## src/include/dcc_defines.svh

```systemverilog
// Offsets, field positions, reset values and timing counts of the comparator control
`ifndef DCC_DEFINES_SVH
`define DCC_DEFINES_SVH
`define DCC_CSR_OFFSET 8'h1c
`define DCC_IRQ_STATUS_OFFSET 8'h20
`define DCC_IRQ_MASK_OFFSET 8'h24
`define DCC_CSR_RESET 32'h0000_0000
`define DCC_B_LOCK_BIT 31
`define DCC_B_OUT_BIT 30
`define DCC_A_LOCK_BIT 15
`define DCC_A_OUT_BIT 14
`define DCC_CSR_RW_MASK 32'hbffd_bf7f
`define DCC_SYNC_STAGES 2
`endif

```

## src/include/dcc_pkg.sv

```systemverilog
// Types of the comparator control block
package dcc_pkg;
  typedef struct packed {
    logic lock;
    logic [1:0] hyst;
    logic invert;
    logic [2:0] route;
    logic aux;
    logic [2:0] insel;
    logic [1:0] speed;
    logic inp_sw;
    logic enable;
  } dcc_cfg_type;
  typedef struct packed {
    logic [4:0] pin_out;
    logic [4:0] pin_oe;
  } dcc_unused_type;
  typedef struct packed {
    logic capture;
    logic ref_clear;
    logic brk;
    logic capture2;
    logic ref_clear2;
    logic brk_unused;
  } dcc_unused2_type;
  typedef struct packed {
    logic [6:0] sel;
  } dcc_route_type;
  typedef enum logic [1:0] {
    DCC_IDLE,
    DCC_WRESP,
    DCC_RDATA
  } dcc_bus_state_type;
  typedef struct packed {
    dcc_bus_state_type st;
    logic [31:0] csr;
    logic [1:0] irq_status;
    logic [1:0] irq_mask;
    logic [1:0] out_prev;
    logic aw_seen;
    logic w_seen;
    logic [7:0] awaddr;
    logic [31:0] wdata;
    logic [3:0] wstrb;
    logic awready;
    logic wready;
    logic bvalid;
    logic arready;
    logic rvalid;
    logic [31:0] rdata;
    logic [1:0] resp;
    logic irq;
  } dcc_state_type;
endpackage

```

## src/hdl/dcc_route.sv

```systemverilog
// Asynchronous polarity and output routing of one comparator
`timescale 1ns/100ps
`default_nettype none
module dcc_route (
  input wire logic raw_out,
  input wire logic invert,
  input wire logic enable,
  input wire logic [2:0] route,
  output logic pin_out,
  output logic [6:0] timer_sel,
  output logic event_line
);
  logic pol;
  // Pure gates, no clock: outputs stay valid while the bus clock is stopped
  assign pol = enable & (raw_out ^ invert);
  assign pin_out = pol;
  assign event_line = pol;
  // Code 000 drives nothing; code n drives destination n-1
  genvar i;
  generate
    for (i = 0; i < 7; i++) begin : g_sel
      assign timer_sel[i] = pol & (route == 3'(i + 1));
    end
  endgenerate
endmodule // dcc_route
`default_nettype wire

```

## src/hdl/dcc_top.sv

```systemverilog
// Dual comparator control: register file, locks, routing and interrupts
//
// Overview of operation
// - Two comparators, each with own configuration half, output and routing.
// - Each inverting input selects pins, converter output, reference or fractions.
// - Two-bit hysteresis field per comparator, code 00 means none.
// - Two-bit speed field: 00 fast, 01 medium, 10 low, 11 ultra-low.
// - Outputs route to a pin or timer capture, reference-clear or break.
// - Pin output and a timer destination can be driven at once.
// - Window bit ties second comparator's non-inverting input to the first.
// - Registers run on the bus clock with no private clock enable.
// - Only system reset returns the configuration to its defaults.
// - Polarity and pin routing are combinational, working without bus clock.
// - Lock bit makes the comparator's configuration half read-only, lock included.
// - Lock stays set until reset; no write clears it.
// - Each output drives its own event line to the event controller.
// - Bit 31 locks bits 31:16, bit 15 locks bits 15:0.
// - Polarity bit 1 inverts output, 0 passes it unchanged.
// - Read-only status bit per comparator shows the synchronised raw comparator level, ignoring polarity and enable.
// - Three-bit route field picks timer destination; 000 routes nowhere.
`timescale 1ns/100ps
`default_nettype none
`include "dcc_defines.svh"
module dcc_top (
  input wire logic core_clk,
  input wire logic sys_rst,
  input wire logic [7:0] s_axi_awaddr,
  input wire logic s_axi_awvalid,
  output logic s_axi_awready,
  input wire logic [31:0] s_axi_wdata,
  input wire logic [3:0] s_axi_wstrb,
  input wire logic s_axi_wvalid,
  output logic s_axi_wready,
  output logic [1:0] s_axi_bresp,
  output logic s_axi_bvalid,
  input wire logic s_axi_bready,
  input wire logic [7:0] s_axi_araddr,
  input wire logic s_axi_arvalid,
  output logic s_axi_arready,
  output logic [31:0] s_axi_rdata,
  output logic [1:0] s_axi_rresp,
  output logic s_axi_rvalid,
  input wire logic s_axi_rready,
  input wire logic comparator_a_raw,
  input wire logic comparator_b_raw,
  output logic [15:0] comparator_a_cfg,
  output logic [15:0] comparator_b_cfg,
  output logic window_enable,
  output logic comparator_a_pin,
  output logic comparator_b_pin,
  output logic [6:0] comparator_a_timer_sel,
  output logic [6:0] comparator_b_timer_sel,
  output logic comparator_a_event,
  output logic comparator_b_event,
  output logic irq
);
  dcc_pkg::dcc_state_type s_q;
  dcc_pkg::dcc_state_type s_d;
  logic [1:0] sync1_q;
  logic [1:0] sync2_q;
  logic [2:0] warm_q;

  // Two-flop synchronisers for the asynchronous comparator outputs
  always_ff @(posedge core_clk or posedge sys_rst) begin
    if (sys_rst) begin
      sync1_q <= 2'h0;
      sync2_q <= 2'h0;
      warm_q <= 3'h0;
    end else begin
      sync1_q <= {comparator_b_raw, comparator_a_raw};
      sync2_q <= sync1_q;
      warm_q <= {warm_q[1:0], 1'b1};
    end
  end

  function automatic logic [31:0] merge(input logic [31:0] old,
                                        input logic [31:0] nw,
                                        input logic [3:0] strb);
    logic [31:0] r;
    r = old;
    for (int i = 0; i < 4; i++) begin
      if (strb[i]) begin
        r[i*8 +: 8] = nw[i*8 +: 8];
      end
    end
    return r;
  endfunction

  function automatic logic mapped(input logic [7:0] a);
    return (a == `DCC_CSR_OFFSET) || (a == `DCC_IRQ_STATUS_OFFSET) ||
           (a == `DCC_IRQ_MASK_OFFSET);
  endfunction

  logic [31:0] csr_view;
  logic [31:0] wv;
  logic [31:0] keep;
  logic [1:0] edge_ev;
  logic [7:0] waddr;
  logic [31:0] wdat;
  logic [3:0] wstb;

  always_comb begin
    s_d = s_q;
    wv = 32'h0;
    keep = 32'h0;
    waddr = s_q.awaddr;
    wdat = s_q.wdata;
    wstb = s_q.wstrb;
    csr_view = s_q.csr;
    csr_view[`DCC_A_OUT_BIT] = sync2_q[0];
    csr_view[`DCC_B_OUT_BIT] = sync2_q[1];
    // Any change of a synchronised output is an event
    // Held off until the history holds real levels, else a high output
    // would fake an edge right after reset
    edge_ev = (sync2_q ^ s_q.out_prev) & {2{warm_q[2]}};
    s_d.out_prev = sync2_q;
    s_d.awready = 1'b0;
    s_d.wready = 1'b0;
    s_d.arready = 1'b0;
    unique case (s_q.st)
      dcc_pkg::DCC_IDLE: begin
        if (s_axi_awvalid && !s_q.aw_seen && !s_q.awready) begin
          s_d.awready = 1'b1;
          s_d.aw_seen = 1'b1;
          s_d.awaddr = s_axi_awaddr;
        end
        if (s_axi_wvalid && !s_q.w_seen && !s_q.wready) begin
          s_d.wready = 1'b1;
          s_d.w_seen = 1'b1;
          s_d.wdata = s_axi_wdata;
          s_d.wstrb = s_axi_wstrb;
        end
        if (s_q.aw_seen && s_q.w_seen) begin
          s_d.aw_seen = 1'b0;
          s_d.w_seen = 1'b0;
          s_d.bvalid = 1'b1;
          s_d.resp = mapped(waddr) ? 2'h0 : 2'h2;
          s_d.st = dcc_pkg::DCC_WRESP;
          if (waddr == `DCC_CSR_OFFSET) begin
            wv = merge(s_q.csr, wdat, wstb);
            // Locked halves keep their value; lock itself is sticky
            keep = {{16{s_q.csr[`DCC_B_LOCK_BIT]}},
                    {16{s_q.csr[`DCC_A_LOCK_BIT]}}};
            s_d.csr = ((s_q.csr & keep) | (wv & ~keep)) & `DCC_CSR_RW_MASK;
            s_d.csr[`DCC_B_LOCK_BIT] = s_q.csr[`DCC_B_LOCK_BIT] |
                                       wv[`DCC_B_LOCK_BIT];
            s_d.csr[`DCC_A_LOCK_BIT] = s_q.csr[`DCC_A_LOCK_BIT] |
                                       wv[`DCC_A_LOCK_BIT];
          end
          if (waddr == `DCC_IRQ_MASK_OFFSET && wstb[0]) begin
            s_d.irq_mask = wdat[1:0];
          end
          if (waddr == `DCC_IRQ_STATUS_OFFSET && wstb[0]) begin
            s_d.irq_status = s_q.irq_status & ~wdat[1:0];
          end
        end else if (s_axi_arvalid && !s_q.arready) begin
          s_d.arready = 1'b1;
          s_d.st = dcc_pkg::DCC_RDATA;
          s_d.resp = mapped(s_axi_araddr) ? 2'h0 : 2'h2;
          if (s_axi_araddr == `DCC_CSR_OFFSET) begin
            s_d.rdata = csr_view;
          end else if (s_axi_araddr == `DCC_IRQ_STATUS_OFFSET) begin
            s_d.rdata = {30'h0, s_q.irq_status};
          end else if (s_axi_araddr == `DCC_IRQ_MASK_OFFSET) begin
            s_d.rdata = {30'h0, s_q.irq_mask};
          end else begin
            s_d.rdata = 32'h0;
          end
        end
      end
      dcc_pkg::DCC_WRESP: begin
        if (s_axi_bready) begin
          s_d.bvalid = 1'b0;
          s_d.st = dcc_pkg::DCC_IDLE;
        end
      end
      dcc_pkg::DCC_RDATA: begin
        // Data is offered only after the address handshake has completed
        if (!s_q.rvalid) begin
          s_d.rvalid = 1'b1;
        end else if (s_axi_rready) begin
          s_d.rvalid = 1'b0;
          s_d.st = dcc_pkg::DCC_IDLE;
        end
      end
      default: begin
        s_d.st = dcc_pkg::DCC_IDLE;
      end
    endcase
    // A new event wins over a clear in the same cycle
    s_d.irq_status = s_d.irq_status | edge_ev;
    s_d.irq = |(s_d.irq_status & s_d.irq_mask);
  end

  // Only the system reset clears the configuration
  always_ff @(posedge core_clk or posedge sys_rst) begin
    if (sys_rst) begin
      s_q <= '{st: dcc_pkg::DCC_IDLE, csr: `DCC_CSR_RESET, default: '0};
    end else begin
      s_q <= s_d;
    end
  end

  assign s_axi_awready = s_q.awready;
  assign s_axi_wready = s_q.wready;
  assign s_axi_bvalid = s_q.bvalid;
  assign s_axi_bresp = s_q.resp;
  assign s_axi_arready = s_q.arready;
  assign s_axi_rvalid = s_q.rvalid;
  assign s_axi_rdata = s_q.rdata;
  assign s_axi_rresp = s_q.resp;
  assign irq = s_q.irq;
  // Analog settings: hysteresis, speed, input select, enables
  assign comparator_a_cfg = s_q.csr[15:0];
  assign comparator_b_cfg = s_q.csr[31:16];
  assign window_enable = s_q.csr[23];

  // Routing is gates only, so it bypasses the register clock
  dcc_route u_route_a (
    .raw_out(comparator_a_raw),
    .invert(s_q.csr[11]),
    .enable(s_q.csr[0]),
    .route(s_q.csr[10:8]),
    .pin_out(comparator_a_pin),
    .timer_sel(comparator_a_timer_sel),
    .event_line(comparator_a_event)
  );
  dcc_route u_route_b (
    .raw_out(comparator_b_raw),
    .invert(s_q.csr[27]),
    .enable(s_q.csr[16]),
    .route(s_q.csr[26:24]),
    .pin_out(comparator_b_pin),
    .timer_sel(comparator_b_timer_sel),
    .event_line(comparator_b_event)
  );
endmodule // dcc_top
`default_nettype wire

```

## config.mk

```make
export PLATFORM = sky130hd
export DESIGN_NAME = dcc_top
export DESIGN_NICKNAME = d
export VERILOG_FILES = /design/src/include/dcc_pkg.sv /design/src/hdl/dcc_route.sv /design/src/hdl/dcc_top.sv
export VERILOG_INCLUDE_DIRS = /design/src /design/src/include
export SDC_FILE = /design/constraint.sdc
export NUM_CORES = 1
export LEC_CHECK = 0
export BUFFER_PORTS_ARGS = -buffer_cell sky130_fd_sc_hd__buf_2
export CORE_ASPECT_RATIO = 1.1
export CORE_MARGIN = 2
export CORE_UTILIZATION = 50
export DETAILED_ROUTE_END_ITERATION = 8
export PLACE_DENSITY = 0.77
export SLEW_MARGIN = 20
export SYNTH_ARGS = -nofsm -noshare
export SYNTH_HDL_FRONTEND = slang
export SYNTH_SLANG_ARGS = --single-unit
```

## constraint.sdc

```tcl
create_clock -name core_clk -period 8.1 [get_ports core_clk]
set_input_delay 1.215 -clock core_clk [delete_from_list [all_inputs] [get_ports core_clk]]
set_output_delay 1.215 -clock core_clk [all_outputs]
set_load 0.01 [all_outputs]
```

[After elaboration in Yosys (flattened, before gate mapping)]
Index checks and enable logic that the tools add are counted.
Storage, ports and cells
  register bits: 129
  bits of input ports: 61
  output and inout bits: 93
Operators by class
  equal/unequal tests: 27
  mux-type cells: 47
  bitwise operators: 31
  reduce and logical (&&, ||, !) cells: 32
Operators with widths (count)
  2-to-1 mux 8 bit: 16
  2-to-1 mux 32 bit: 2
  AND 30 bit: 2
  == test 8 x 6 -> 1 bit, second input constant: 4
  NOT 30 bit: 1
  OR 30 bit: 1
  2-to-1 mux 2 bit: 14
  == test 3 bit, second input constant: 8
  AND 1 bit: 16
  == test 8 x 5 -> 1 bit, second input constant: 2
  == test 3 x 2 -> 1 bit, second input constant: 4
  2-to-1 mux 1 bit: 11
  AND reduction 2 bit: 5
  AND reduction 3 bit: 3
  logical AND 1 bit: 8
  2-to-1 mux 4 bit: 2
  inequality test 2 bit, second input constant: 4
  nonzero test 2 bit: 4
  AND 2 bit: 3
  == test 3 x 1 -> 1 bit, second input constant: 2
  one-hot mux 2 bit (3 select lines): 1
  zero test 1 bit: 5
  logical OR 1 bit: 4
  AND reduction 4 bit: 1
  other kinds (12): 14

[Longest topological paths before layout]
  depth after elaboration: 8
  depth in mapped cells: 6

[Modules after synthesis]
Synthesis repeated with hierarchy kept, for this count alone.
Second synthesis, totals
  cells, all modules: 397
  area, all modules: 5485.3 um^2
Modules (own cells, without submodules)
  dcc_top: instances 1, cells each 371, area each 5310.1 um^2
  dcc_route: instances 2, cells each 13, area each 87.6 um^2

[Worst setup path after synthesis]
Ideal clock, no wire load.
  path type: input-to-output
  start: in comparator_a_raw
  end: out comparator_a_timer_sel[3]
  arrival: 1.953 ns
  slack: 4.932 ns
  stages: 5
  path buffers: 0
  cell sequence: xor2_1 > nand2_1 > inv_1 > nand2_1 > nor3_1
On the way
  longest elaborated chain between the ends: 3
RTL lines
  start, declared: RTL line dcc_top.sv:44  | input wire logic comparator_a_raw,
  XOR 1 bit: RTL line dcc_route.sv:15  | assign pol = enable & (raw_out ^ invert);
  AND 1 bit: RTL line dcc_route.sv:15
  net comparator_a_event: RTL line dcc_top.sv:53  | output logic comparator_a_event,
  AND 1 bit: RTL line dcc_route.sv:22  | assign timer_sel[i] = pol & (route == 3'(i + 1));
  end, declared: RTL line dcc_top.sv:51  | output logic [6:0] comparator_a_timer_sel,
The timed path passes the listed nets, and every way through them passes these cells.

[Final worst setup path]
  start: in comparator_a_raw
  end: out comparator_a_timer_sel[3]
On the way
  longest elaborated chain between the ends: 3
RTL lines (RTL line)
  XOR 1 bit: dcc_route.sv:15
  AND 1 bit: dcc_route.sv:15
  AND 1 bit: dcc_route.sv:22
Every way passes these cells.

==> impl_metrics.yaml <==
hold_path:
  hold_start: "sync1_q[0]$_DFF_PP0_"
  hold_class: "reg2reg"
grt:
  grt_first_pass_wirelength_mm: 16.6
  grtUsageTotal_pct: 19.1
  antenna_found_initial: 0
  grt_overflow: 0
  grt_pass1_vias: 3407
  grt_max_degree: 68
placement:
  numPortBuffers: 141
  dp_hpwl_mm: 7.23
  place.gp.congestion: 0.752
  dpl.cell_count: 610
worst_setup_path:
  r2r-end: "wdat[13]$_DFFE_PP0P_"
  reg2regPathDepth: 3
  critical_path_class: "in2out"
  start_kind: "input port"
  worst-path-max-fanout: 4
  endpoint: "comparator_a_timer_sel[3]"
  r2r_slack_ns: 5.73
  required_ns: 6.88
  crit_path_end_kind: "output port"
  crit_start: "comparator_a_raw"
  r2r_start: "s_q[125]$_DFFE_PP0P_"
  cp.arrival_ns: 2.15
die:
  die_h_um: 112
  core_area_um2: 10300
  die_x_um: 102
  dieArea_um2: 11400
  rows: 39
  start_util_pct: 51.2
  io_pins: 154
timing:
  max-slew-margin-rel_pct: 34.5
  post-route-min-period_ns: 3.36
  hold_ws_ns: 0.347
  fin_skew_ns: 0.00658
  rsz0062_at_grt: "no"
  maxSlewViolCount: 0
  finalCritPeriodShare_pct: 41.5
  final_hold_viol_count: 0
  tns_ns: 0
  tightest_slew_ns: 0.982
  max_freq_mhz: 297
  setup_viol: 0
yosys:
  synth_top_area_share_pct: 57.6
  syn_avg_cell_area_um2: 13.2
  synth.largest_area_cell: "dfrtp_1"
  synth_warnings: 0
  seq_area_frac_synth_pct: 57.6
  synth_seq_cells: 122
  yosysUniqueCellTypes: 40
  synthTopCellsByArea: "dfrtp_1 58%, mux2_2 13%, buf_4 9.9%"
  synthCells: 401
  synth_area_um2: 5300
finish:
  multi_input_area_um2: 1640
  fin_util_pct: 60.0
  fin_cells: 641
  num-fill-cells: 871
  final-seq-area_um2: 3050
  fin_nets: 547
  area_growth_syn_to_layout_pct: 17.1
  drive_gt1_share_pct: 49.0
  diodes: 0
clock_tree:
  cts_resized: 0
  cts-buffers-inserted: 17
  clk_pin_slew_worst_paths_ns: 0.05
  cts_setup_buffers: 0
  h-tree-depth: 4
  cts_max_path_buffers: 2
  clk-insertion-delay-late_ns: 0.40
  clock_sinks: 122
  cts_tree: "built"
  root_buffer: "clkbuf_16"
  cts.hold.buffers_added: 0
power_and_ir_drop:
  power_leakage_nw: 3.25
  ir_drop_uv: 135
  powerDensity_nw_per_um2: 305
routing:
  first_pass_iters: 4
  routed_wl_mm: 10.3
  vias: 3240
  drt_iter0_markers: 72
  postRouteAntennaNets: 0
  wl_per_cell_um: 16.0
  viasPerCell: 5.05
  drc: 0
outcome:
  status: "finished clean"
run:
  cap_violations: 0
==> logic make-up (layout without fill, tap and decap cells) <==
logic type | after synthesis | count (layout) | synth area share, %
other cells | 2 | 9 | 0.142
flops | 122 | 122 | 57.6
xor+xnor | 4 | 4 | 0.661
buf+inv | 91 | 181 | 12.0
simple gates | 65 | 65 | 7.60
compound gates | 45 | 45 | 6.73
mux | 72 | 72 | 15.3
==> stage by stage <==
| stage | instance area [um^2] | setup WS (ns) | total power, mW |
|---|---|---|---|
| after global placement | 5630 | 4.77 | 1.16 |
| after detailed placement | 5630 | 4.74 | 1.19 |
| after floorplan | 5330 | 3.64 | 1.10 |
| final | 6210 | 4.74 | 1.89 |
| after CTS | 6210 | 4.72 | 1.92 |
| after global routing | 6210 | 4.61 | 2.00 |
==> where the power goes <==
group | switching (mW) | internal [mW] | leakage [nW]
Sequential | 0.0897 | 0.748 | 1.56
Clock | 0.245 | 0.479 | 0.295
Combinational | 0.154 | 0.179 | 1.39
==> placed cells by master (no fill, tap or decap), types with 2 or more instances in the layout <==
cell type	synthesis	final
a21oi_1	5	5
a221o_1	2	2
a22o_1	29	29
a31o_2	2	2
and3b_1	4	4
buf_2	7	141
buf_4	70	3
bufinv_16	0	2
clkbuf_16	0	17
clkbuf_8	0	4
clkinv_2	0	7
conb_1	2	9
dfrtp_1	122	122
inv_1	6	5
mux2_1	11	11
mux2_2	59	59
mux2i_1	2	2
nand2_1	12	12
nand2b_1	6	6
nand4b_1	3	3
nor2_1	12	12
nor2b_1	3	3
nor3_1	8	8
o21ai_0	5	5
or3b_2	2	2
or4_1	2	2
xor2_1	4	4
==> cell usage after synthesis <==
| master | number |
|---|---|
| mux2_1 | 11 |
| nor3_2 | 1 |
| or3b_2 | 2 |
| or2_2 | 1 |
| clkbuf_1 | 5 |
| nor3_4 | 1 |
| nand4bb_1 | 1 |
| nor4b_1 | 1 |
| nand4b_1 | 3 |
| inv_1 | 6 |
| a221o_1 | 2 |
| nor2_1 | 12 |
| a211oi_1 | 1 |
| a31o_2 | 2 |
| a21oi_1 | 5 |
| and4bb_2 | 1 |
| nand4_1 | 1 |
| conb_1 | 2 |
| buf_4 | 70 |
| o21a_1 | 1 |
| dfrtp_1 | 122 |
| buf_2 | 7 |
| nor4bb_1 | 1 |
| or4b_1 | 1 |
| nand2_1 | 12 |
| or3b_1 | 1 |
| or2_1 | 1 |
| xor2_1 | 4 |
| mux2_2 | 59 |
| nor2b_1 | 3 |
| or4_1 | 2 |
| o21ai_0 | 5 |
| and3b_1 | 4 |
| and4b_1 | 1 |
| a22o_1 | 29 |
| nand2b_1 | 6 |
| mux2i_1 | 2 |
| nor3_1 | 8 |
| nor4_1 | 1 |
| buf_6 | 3 |
==> cell type report <==
type | count | share of cell area [%]
sequential | 122 | 49.2
multi-input combinational | 195 | 26.5
timing repair buffer | 144 | 11.7
clock buffer | 22 | 7.80
tap | 143 | 2.88
clock inverter | 9 | 1.53
inverter | 6 | 0.403
==> routing by layer <==
metal,vias to the layer above,global-route usage [%],wire (um)
li1,1501,-,-
met1,1614,23.9,4300
met2,115,30.5,5080
met3,10,6.91,785
met4,0,6.49,104
met5,-,0,0
==> worst min path at each step <==
| stage | to | slack, ns | cells past startpoint |
|---|---|---|---|
| after floorplan | sync2_q[0]$_DFF_PP0_ | 0.33 | 0 |
| after global placement | warm_q[1]$_DFF_PP0_ | 0.33 | 0 |
| after detailed placement | warm_q[2]$_DFF_PP0_ | 0.33 | 0 |
| after CTS | sync2_q[0]$_DFF_PP0_ | 0.35 | 0 |
| after global routing | sync2_q[1]$_DFF_PP0_ | 0.36 | 0 |
| final | sync2_q[0]$_DFF_PP0_ | 0.35 | 0 |
==> critical path, stage by stage <==
cell     delay [ns]
buf_2          0.11
xor2_1         0.16
nand2_1        0.13
inv_1          0.12
nand2_1        0.12
nor3_1         0.14
buf_2          0.15
(Power assumes the default switching activity.)
